<file path="src/core/rss_defines.svh">
// widths, offsets, field positions and limits of the regulator startup sequencer
`ifndef RSS_DEFINES_SVH
`define RSS_DEFINES_SVH

`define RSS_ADDR_W        8
`define RSS_DATA_W        16
`define RSS_ADC_W         10
`define RSS_OFS_W         4
`define RSS_CTRL_ADDR     8'h00
`define RSS_FREQ_ADDR     8'h01
`define RSS_MODE_LSB      0
`define RSS_MODE_MSB      1
`define RSS_SWON_BIT      2
`define RSS_FREQ_MIN_KHZ  16'h0096
`define RSS_FREQ_MAX_KHZ  16'h05DC
`define RSS_FREQ_REC_KHZ  16'h01F4
`define RSS_OSC_MHZ       48

`endif

</file>
<file path="src/core/rss_pkg.sv">
// types of the regulator startup sequencer
`include "rss_defines.svh"

package rss_pkg;

    typedef enum logic [2:0] {
        RSS_S_POR,
        RSS_S_LOAD_REQ,
        RSS_S_LOAD_WAIT,
        RSS_S_ADC_REQ,
        RSS_S_ADC_WAIT,
        RSS_S_RUN
    } rss_state_t;

    typedef enum logic [1:0] {
        RSS_EN_HW,
        RSS_EN_SW,
        RSS_EN_HW_AND_SW
    } rss_en_mode_t;

    // synchronised pins, msb first: bias, core, osc, enable, vin
    typedef struct packed {
        logic bias_ok;
        logic core_ok;
        logic osc_ok;
        logic enable;
        logic vin_ok;
    } rss_pins_t;

    typedef struct packed {
        logic [`RSS_ADDR_W-1:0] addr;
        logic [`RSS_DATA_W-1:0] data;
    } rss_wr_t;

    typedef struct packed {
        rss_pins_t              sync1;
        rss_pins_t              sync2;
        rss_state_t             st;
        logic [`RSS_ADDR_W-1:0] nvm_addr;
        logic                   nvm_rd;
        logic                   cfg_wr;
        rss_wr_t                cfg;
        logic                   adc_start;
        logic [`RSS_OFS_W-1:0]  addr_off;
        logic                   addr_valid;
        logic                   load_done;
        logic                   por_ok;
        rss_en_mode_t           mode;
        logic                   sw_on;
        logic [`RSS_DATA_W-1:0] freq;
        logic                   freq_rej;
        logic                   freq_low;
        logic                   conv_en;
    } rss_regs_t;

endpackage

</file>
<file path="src/core/rss_sequencer.sv">
// power-up, configuration load and conversion-enable sequencer
`timescale 1ns/1ns
`include "rss_defines.svh"

module rss_sequencer
    import rss_pkg::*;
#(
    parameter int CFG_DEPTH = 16
)
(
    // clock and reset
    input  wire logic                   sys_clk_i,
    input  wire logic                   resetn_i,
    // asynchronous monitor pins
    input  wire logic                   bias_rail_ok_i,
    input  wire logic                   core_logic_rail_ok_i,
    input  wire logic                   osc_stable_i,
    input  wire logic                   enable_i,
    input  wire logic                   vin_ok_i,
    // nonvolatile config store read port
    output logic                        nvm_rd_o,
    output logic [`RSS_ADDR_W-1:0]      nvm_addr_o,
    input  wire logic                   nvm_valid_i,
    input  wire logic [`RSS_DATA_W-1:0] nvm_data_i,
    // working register write port
    output logic                        cfg_wr_o,
    output logic [`RSS_ADDR_W-1:0]      cfg_addr_o,
    output logic [`RSS_DATA_W-1:0]      cfg_data_o,
    // management bus writes
    input  wire logic                   mgmt_wr_i,
    input  wire logic [`RSS_ADDR_W-1:0] mgmt_addr_i,
    input  wire logic [`RSS_DATA_W-1:0] mgmt_data_i,
    output logic                        mgmt_ready_o,
    // address converter
    output logic                        adc_start_o,
    input  wire logic                   adc_done_i,
    input  wire logic [`RSS_ADC_W-1:0]  adc_code_i,
    output logic [`RSS_OFS_W-1:0]       addr_offset_o,
    output logic                        addr_valid_o,
    // status and conversion control
    output logic                        por_n_o,
    output logic                        load_done_o,
    output logic [`RSS_DATA_W-1:0]      freq_khz_o,
    output logic                        freq_reject_o,
    output logic                        freq_low_o,
    output logic                        conv_en_o
);

    // ----------------------------------------
    // checks and helpers
    // ----------------------------------------
    // depth must fit the store address, refused at elaboration
    if (CFG_DEPTH < 1 || CFG_DEPTH > (1 << `RSS_ADDR_W))
    begin
        $error("rss_sequencer: CFG_DEPTH out of range");
    end

    localparam logic [`RSS_ADDR_W-1:0] LAST_ADDR = `RSS_ADDR_W'(CFG_DEPTH - 1);

    // upper bits of the code give sixteen equal bins; resistor ladder is sized to match
    function automatic logic [`RSS_OFS_W-1:0] adc_to_offset(input logic [`RSS_ADC_W-1:0] code);
        adc_to_offset = code[`RSS_ADC_W-1 -: `RSS_OFS_W];
    endfunction

    function automatic logic freq_ok(input logic [`RSS_DATA_W-1:0] khz);
        freq_ok = (khz >= `RSS_FREQ_MIN_KHZ) && (khz <= `RSS_FREQ_MAX_KHZ);
    endfunction

    // ----------------------------------------
    // state
    // ----------------------------------------
    rss_regs_t r_ff;
    rss_regs_t nxt_r;
    logic      por_in;
    logic      ready;
    logic      hw_gate;
    logic      wr_req;
    rss_wr_t   wr;

    always_comb
    begin
        nxt_r           = r_ff;
        nxt_r.sync1     = '{bias_rail_ok_i, core_logic_rail_ok_i, osc_stable_i, enable_i, vin_ok_i};
        nxt_r.sync2     = r_ff.sync1;
        nxt_r.nvm_rd    = 1'b0;
        nxt_r.cfg_wr    = 1'b0;
        nxt_r.adc_start = 1'b0;
        nxt_r.freq_rej  = 1'b0;
        wr_req          = 1'b0;
        wr              = '0;
        por_in          = r_ff.sync2.bias_ok & r_ff.sync2.core_ok & r_ff.sync2.osc_ok;
        nxt_r.por_ok    = por_in;
        if (!por_in)
        begin
            nxt_r.st         = RSS_S_POR;
            nxt_r.load_done  = 1'b0;
            nxt_r.addr_valid = 1'b0;
            nxt_r.nvm_addr   = '0;
        end
        else
        begin
            case (r_ff.st)
                RSS_S_POR:
                begin
                    nxt_r.st       = RSS_S_LOAD_REQ;
                    nxt_r.nvm_addr = '0;
                end
                RSS_S_LOAD_REQ:
                begin
                    nxt_r.nvm_rd = 1'b1;
                    nxt_r.st     = RSS_S_LOAD_WAIT;
                end
                RSS_S_LOAD_WAIT:
                begin
                    if (nvm_valid_i)
                    begin
                        wr_req = 1'b1;
                        wr     = '{r_ff.nvm_addr, nvm_data_i};
                        if (r_ff.nvm_addr == LAST_ADDR)
                        begin
                            nxt_r.load_done = 1'b1;
                            nxt_r.st        = RSS_S_ADC_REQ;
                        end
                        else
                        begin
                            nxt_r.nvm_addr = r_ff.nvm_addr + `RSS_ADDR_W'(1);
                            nxt_r.st       = RSS_S_LOAD_REQ;
                        end
                    end
                end
                RSS_S_ADC_REQ:
                begin
                    nxt_r.adc_start = 1'b1;
                    nxt_r.st        = RSS_S_ADC_WAIT;
                end
                RSS_S_ADC_WAIT:
                begin
                    if (adc_done_i)
                    begin
                        nxt_r.addr_off   = adc_to_offset(adc_code_i);
                        nxt_r.addr_valid = 1'b1;
                        nxt_r.st         = RSS_S_RUN;
                    end
                end
                RSS_S_RUN:
                begin
                    nxt_r.st = RSS_S_RUN;
                end
                default:
                begin
                    nxt_r.st = RSS_S_POR;
                end
            endcase
            // bus writes only after load, so they never collide with store writes
            if (r_ff.load_done && mgmt_wr_i && !wr_req)
            begin
                wr_req = 1'b1;
                wr     = '{mgmt_addr_i, mgmt_data_i};
            end
        end
        if (wr_req)
        begin
            nxt_r.cfg_wr = 1'b1;
            nxt_r.cfg    = wr;
            if (wr.addr == `RSS_CTRL_ADDR)
            begin
                case (wr.data[`RSS_MODE_MSB:`RSS_MODE_LSB])
                    2'h1:    nxt_r.mode = RSS_EN_SW;
                    2'h2:    nxt_r.mode = RSS_EN_HW_AND_SW;
                    default: nxt_r.mode = RSS_EN_HW;
                endcase
                nxt_r.sw_on = wr.data[`RSS_SWON_BIT];
            end
            if (wr.addr == `RSS_FREQ_ADDR)
            begin
                if (freq_ok(wr.data))
                begin
                    nxt_r.freq     = wr.data;
                    nxt_r.freq_low = (wr.data < `RSS_FREQ_REC_KHZ);
                end
                else
                begin
                    nxt_r.freq_rej = 1'b1;
                end
            end
        end
        // ready and the gates of the current mode are re-checked each cycle; in RSS_EN_SW mode losing enable or vin_ok does not drop the output
        ready   = por_in && r_ff.load_done && r_ff.addr_valid;
        hw_gate = r_ff.sync2.enable && r_ff.sync2.vin_ok;
        case (r_ff.mode)
            RSS_EN_SW:        nxt_r.conv_en = ready && r_ff.sw_on;
            RSS_EN_HW_AND_SW: nxt_r.conv_en = ready && hw_gate && r_ff.sw_on;
            default:          nxt_r.conv_en = ready && hw_gate;
        endcase
    end

    always_ff @(posedge sys_clk_i or negedge resetn_i)
    begin
        if (!resetn_i)
            r_ff <= '0;
        else
            r_ff <= nxt_r;
    end

    // ----------------------------------------
    // outputs
    // ----------------------------------------
    assign nvm_rd_o      = r_ff.nvm_rd;
    assign nvm_addr_o    = r_ff.nvm_addr;
    assign cfg_wr_o      = r_ff.cfg_wr;
    assign cfg_addr_o    = r_ff.cfg.addr;
    assign cfg_data_o    = r_ff.cfg.data;
    assign mgmt_ready_o  = r_ff.load_done;
    assign adc_start_o   = r_ff.adc_start;
    assign addr_offset_o = r_ff.addr_off;
    assign addr_valid_o  = r_ff.addr_valid;
    assign por_n_o       = r_ff.por_ok;
    assign load_done_o   = r_ff.load_done;
    assign freq_khz_o    = r_ff.freq;
    assign freq_reject_o = r_ff.freq_rej;
    assign freq_low_o    = r_ff.freq_low;
    assign conv_en_o     = r_ff.conv_en;
endmodule

</file>
<file path="config.mk">
export PLATFORM = sky130hd
export DESIGN_NAME = rss_sequencer
export DESIGN_NICKNAME = d
export VERILOG_FILES = /design/src/core/rss_pkg.sv /design/src/core/rss_sequencer.sv
export VERILOG_INCLUDE_DIRS = /design/src /design/src/core
export SDC_FILE = /design/constraint.sdc
export NUM_CORES = 1
export LEC_CHECK = 0
export ABC_AREA = 1
export BUFFER_PORTS_ARGS = -buffer_cell sky130_fd_sc_hd__buf_4
export CAP_MARGIN = 20
export CORE_MARGIN = 3
export CORE_UTILIZATION = 52
export CTS_CLUSTER_DIAMETER = 150
export DETAILED_ROUTE_END_ITERATION = 8
export PLACE_DENSITY = 0.81
export SLEW_MARGIN = 20
export SYNTH_ARGS = -nofsm -noshare
export SYNTH_HDL_FRONTEND = slang
export SYNTH_SLANG_ARGS = --single-unit
export TNS_END_PERCENT = 10
</file>
<file path="constraint.sdc">
create_clock -name sys_clk_i -period 2.9 [get_ports sys_clk_i]
set_input_delay 0.58 -clock sys_clk_i [delete_from_list [all_inputs] [get_ports sys_clk_i]]
set_output_delay 0.58 -clock sys_clk_i [all_outputs]
set_load 0.03 [all_outputs]
</file>
Yosys cells after proc, flatten, opt, wreduce, memory -nomap -nowiden
Cells that the tools add are included.
{"block": "word_totals", "reg_bits": 77, "inputBits": 60, "word_cells": 105}
{"block": "op_classes", "addsub": 1, "magnitude_cmp": 3, "n_eq_ne": 20, "n_mux": 33, "n_bitwise": 2, "n_reduce_logical": 19}
{"op": "$mux W24", "n": 4}
{"op": "$mux W25", "n": 1}
{"op": "$mux W11", "n": 2}
{"op": "$pmux W3 S6", "n": 1}
{"op": "$ge A16 B8 Y1 const B", "n": 1}
{"op": "$le A16 B11 Y1 const B", "n": 1}
{"op": "$lt A16 B9 Y1 const B", "n": 1}
{"op": "$pmux W8 S2", "n": 1}
{"op": "$mux W5", "n": 3}
{"op": "$mux W1", "n": 13}
{"op": "$reduce_and A3 Y1", "n": 4}
{"op": "$logic_and A1 B1 Y1", "n": 9}
{"op": "$ne A3 B3 Y1 const B", "n": 3}
{"op": "$add A8 B1 Y8 const B", "n": 1}
{"op": "$eq A8 B1 Y1 const B", "n": 1}
{"op": "$eq A8 B4 Y1 const B", "n": 1}
{"op": "$logic_not A8 Y1", "n": 1}
{"op": "$mux W2", "n": 4}
{"op": "$mux W8", "n": 1}
{"op": "$eq A3 B2 Y1 const B", "n": 2}
{"op": "$eq A3 B3 Y1 const B", "n": 2}
{"op": "$ne A2 B1 Y1 const B", "n": 3}
{"op": "$reduce_and A2 Y1", "n": 3}
{"op": "$eq A2 B1 Y1 const B", "n": 2}
{"op": "10 further kinds", "n": 13}

Longest topological paths before layout
{"block": "logic_depth", "depth_word": 12, "ltp_mapped": 18}

Worst setup path after synthesis
OpenSTA, ideal clock, no wires.
{"block": "synth_path", "path_type": "input to register", "startpoint": "input port nvm_valid_i", "endpoint": "register r_ff (netlist bit freq_low_o)", "setup_ns": 0.118, "t_arrival_ns": 2.073, "required_time_ns": 2.782, "slack_ns": 0.709, "stages": 15, "path_buffers": 3, "path_cell_list": "buf_2 nand3_4 nand2_2 nand2_4 inv_2 buf_4 nand2_1 nand2_1 nor2_1 nand3_1 nand2_2 nand3_4 buf_6 nand2_1 nand2_1"}
{"block": "synth_between", "elab_chain_len": 10}
{"item": "start: declaration", "line": "rss_sequencer.sv:23", "rtl": "input wire logic nvm_valid_i,"}
{"item": "$mux W1", "line": "rss_sequencer.sv:115", "rtl": "if (nvm_valid_i)"}
{"item": "$mux W1", "line": "rss_sequencer.sv:102", "rtl": "case (r_ff.st)"}
{"item": "$mux W1", "line": "rss_sequencer.sv:93", "rtl": "if (!por_in)"}
{"item": "$logic_not A1 Y1", "line": "rss_sequencer.sv:155", "rtl": "if (r_ff.load_done && mgmt_wr_i && !wr_req)"}
{"item": "$logic_and A1 B1 Y1", "line": "rss_sequencer.sv:155"}
{"item": "$mux W24", "line": "rss_sequencer.sv:155"}
{"item": "$mux W24", "line": "rss_sequencer.sv:93"}
{"item": "$ge A16 B8 Y1 (no source line) or $le A16 B11 Y1 (tied branches)"}
{"item": "$logic_and A1 B1 Y1", "line": "rss_sequencer.sv:66", "rtl": "freq_ok = (khz >= `RSS_FREQ_MIN_KHZ) && (khz <= `RSS_FREQ_MAX_KHZ);"}
{"item": "$reduce_and A3 Y1 (no source line)"}
{"item": "end signal: assignment", "line": "rss_sequencer.sv:202", "rtl": "r_ff <= nxt_r;"}
{"item": "end: declaration", "line": "rss_sequencer.sv:72", "rtl": "rss_regs_t r_ff;"}
Parallel ways exist; a longest one is shown, timed or not. The select of a mux whose other input is x is not followed.
A chain may end at the register's enable or synchronous reset.

Worst setup path after layout
{"block": "layout_path", "startpoint": "register r_ff[64] (netlist bit)", "endpoint": "register r_ff (netlist bit freq_khz_o[8])"}
{"block": "layout_between", "elab_chain_len": 10}
{"item": "$eq A3 B2 Y1 *", "line": "rss_sequencer.sv:102"}
{"item": "$mux W1", "line": "rss_sequencer.sv:102"}
{"item": "$mux W1", "line": "rss_sequencer.sv:93"}
{"item": "$logic_not A1 Y1", "line": "rss_sequencer.sv:155"}
{"item": "$logic_and A1 B1 Y1", "line": "rss_sequencer.sv:155"}
{"item": "$mux W24", "line": "rss_sequencer.sv:155"}
{"item": "$mux W24", "line": "rss_sequencer.sv:93"}
{"item": "$ge A16 B8 Y1 (no source line) or $le A16 B11 Y1 (tied branches)"}
{"item": "$logic_and A1 B1 Y1", "line": "rss_sequencer.sv:66"}
{"item": "$reduce_and A3 Y1 (no source line)"}
Every way passes the cells marked *; elsewhere a longest branch is shown, timed or not. The select of a mux whose other input is x is not followed.

==> flow_summary.toml <==
[routing]
dr.pass1.iters = 5
wl_met2_um = 4750
dr_wl_met3_um = 604
ant_nets = 0
routed_wl_um = 9370
drc = 0
wl_per_cell_um = 14.3
drt_iter0_drc = 128
highest_layer = "met4"
wl_met1_um = 3840
vias_per_cell = 5.10
route.vias.total = 3348

[placed_design]
dp_hpwl_um = 6850
gp_congestion = 0.912
port_buffers = 115
place_inst = 640

[floorplanning]
rows = 31
die_area_um2 = 8760
initial_core_util_pct = 54.4
die_w_um = 93.6
die_h_um = 93.6
core_um2 = 7330
io_pins = 122

[sta]
rsz0062_at_grt = "false"
fin_tns_setup_ns = 0
fin_worst_skew_ns = 0.00735
hold_violations = 0
fin_crit_ns = 2.57
relSlewSlack_pct = 36.5
drv_slew = 0
fmax_mhz = 389
tightestPinTransition_ns = 0.952
setup_viol = 0
period_share_pct = 88.6

[global_route]
grtUsageTotal_pct = 22.0
grt_antenna_before_repair = 0
grt_pass1_vias = 3269
grt_max_degree = 78
grt_pass1_wl_um = 15100
gr-total-overflow = 0

[pwr]
p_leak_uw = 0.00270
pwr-share-clk_pct = 42.2
seqPwrFrac_pct = 52.5
comb_power_share_pct = 5.4
switching_share_pct = 21.7
powerDensity_nw_per_um2 = 436
switchingPower_uw = 451
p_int_uw = 1620
irDropWorstVdd_uv = 304

[synthesis]
synth_cell_type_count = 34
yosysWarnings = 0
synth_seq_cells = 77
synth_flop_cell = "dfrtp_1"
synth_area_um2 = 3990
synth_edf_count = 0
synth_nets = 549
yosysSeqAreaShare_pct = 48.3
async_flop_share_pct = 100
avgSynthCellArea_um2 = 8.19
yosysMostFrequentCell = "nand2_1"
yosysTopAreaCell = "dfrtp_1"
synth_area_leaders = "dfrtp_1, nand2_1, buf_4"
synth_top_cell_area_share_pct = 48.3
synthCells = 487
ys_top_cells_by_count = "nand2_1, dfrtp_1, buf_4"

[setup_path]
worst-r2r-setup-slack_ns = 0.33
r2r_end = "freq_khz_o[8]$_DFFE_PN0P_"
crit_required_ns = 3.14
critPathSlowestCell = "dfrtp_1"
start_kind = "register"
slowest_delay_ns = 0.43
cp_max_fo = 22
path_cells = "nor2_4 > nand3_4 > nand2_2 > nand2_4 > clkinv_2 > nand2_1 > nor2_1 > nand2_1 > nor2_1 > nand3_1 > nand2_2 > nand3_4 > nand2_1 > nand2_1"
reg2reg_depth = 14
r2r-start = "r_ff[64]$_DFFE_PN0P_"
cp.arrival_ns = 2.80
endpoint_kind = "register"
worstSetupPathType = "register to register"
cpMostUsedCell = "nand2_1"

[hold_path]
holdPathStages = 1
holdCritStartpoint = "osc_stable_i"
worstHoldEndpoint = "nxt_r[69]$_DFF_PN0_"
hold_path.class = "input port to register"

[clock_tree]
htreeDepth = 3
clk_pin_slew_ns = 0.08
cts.sinks = 77
cts_root_buf = "clkbuf_8"
cts_setup_buffers = 0
numCtsBuffers = 9
clock_latency_ns = 0.34
clockBufferDepth = 2
cts_tree = "built"

[finish]
layout.nets = 614
syn2layout_area_growth_pct = 19.3
drive_above_1_share_pct = 27.6
fin_cells = 656
diodes = 0

[run]
max-cap-violations = 0

[status]
status = "complete, no violations"
through the flow:
| stage | instance area [um^2] | total power (uW) | hold WS [ns] | setup slack (ns) | utilization, % |
|---|---|---|---|---|---|
| CTS | 4750 | 2090 | 0.328 | 0.285 | 64.8 |
| global placement | 4540 | 1220 | 0.333 | 0.280 | 61.9 |
| finish | 4760 | 2080 | 0.338 | 0.331 | 64.9 |
| floorplan | 3990 | 1140 | 0.284 | 0.709 | - |
| detailed placement | 4540 | 1220 | 0.335 | 0.221 | 61.9 |
| global route | 4760 | 2150 | 0.327 | 0.0271 | 64.9 |
registers in the layout (all words and copies together), names as in the netlist, 4 cells and up:
register / cells
addr_offset_o: 4
nvm_addr_o: 8
nxt_r: 5
cfg_data_o: 16
cfg_addr_o: 8
freq_khz_o: 16
r_ff: 11
power by group through the flow:
stage / Combinational [uW] / Sequential [uW] / Clock, uW
CTS: 113 / 1090 / 887
global placement: 111 / 1110 / 0
detailed placement: 112 / 1110 / 0
finish: 111 / 1090 / 875
floorplan: 28.5 / 1110 / 0
global route: 123 / 1090 / 938
cells by family (layout without fill, tap and decap cells):
kind of cell             count (synthesis)  in the layout  share of synthesized area (%)
multiplexers                             4              4                           1.13
flip-flops                              77             77                           48.3
adder cells (fa/ha/maj)                  2              2                          0.627
AO/OA/AOI/OAI                           42             42                           5.74
buffers and inverters                  117            187                           16.8
AND/OR/NAND/NOR                        245            245                           27.4
layout by cell type (no fill, tap or decap), types with 3 or more instances in the layout:
cell type	count
a21oi_1	6
buf_4	121
clkbuf_8	9
clkinv_2	3
dfrtp_1	77
inv_1	47
mux2_2	4
nand2_1	153
nand2_2	3
nand3_1	27
nand4_1	18
nor2_1	25
nor3_1	6
o21ai_0	26
area by class of cell:
| class | instances | area [um^2] |
|---|---|---|
| Sequential cell | 77 | 1930 |
| Timing Repair Buffer | 121 | 908 |
| Fill cell | 639 | 2570 |
| Clock buffer | 10 | 128 |
| Multi-Input combinational cell | 293 | 1400 |
| Inverter | 50 | 189 |
| Clock inverter | 6 | 87.6 |
| Tap cell | 99 | 124 |
per-layer routing:
layer	up-vias	GRT usage, %
li1	1624	-
met4	0	8.18
met5	-	0
met3	16	3.62
met1	1569	27.9
met2	139	38.0
worst max-delay path: cells and delay by family, from the launching register on:
| family | cells | cell delay, ns |
|---|---|---|
| buffers and inverters | 1 | 0.22 |
| DFF | 1 | 0.43 |
| and+or+nand+nor | 13 | 1.80 |
how the worst max path moves through the flow:
stage                                    start                         to  slack (ns)
after floorplan                    nvm_valid_i     freq_low_o$_DFFE_PN0P_        0.71
after global placement               mgmt_wr_i  freq_khz_o[2]$_DFFE_PN0P_        0.28
after detailed placement             mgmt_wr_i  freq_khz_o[8]$_DFFE_PN0P_        0.22
after CTS                 r_ff[64]$_DFFE_PN0P_  freq_khz_o[8]$_DFFE_PN0P_        0.28
after global routing      r_ff[64]$_DFFE_PN0P_  freq_khz_o[8]$_DFFE_PN0P_        0.03
final                     r_ff[64]$_DFFE_PN0P_  freq_khz_o[8]$_DFFE_PN0P_        0.33
what timing repair did:
| action | in CTS | in global routing |
|---|---|---|
| endpoints found under the setup margin | 0 | 17 |
| hold buffers | 0 | 0 |
| gates resized for setup | 0 | 2 |
Power figures use the tool's default switching activity.
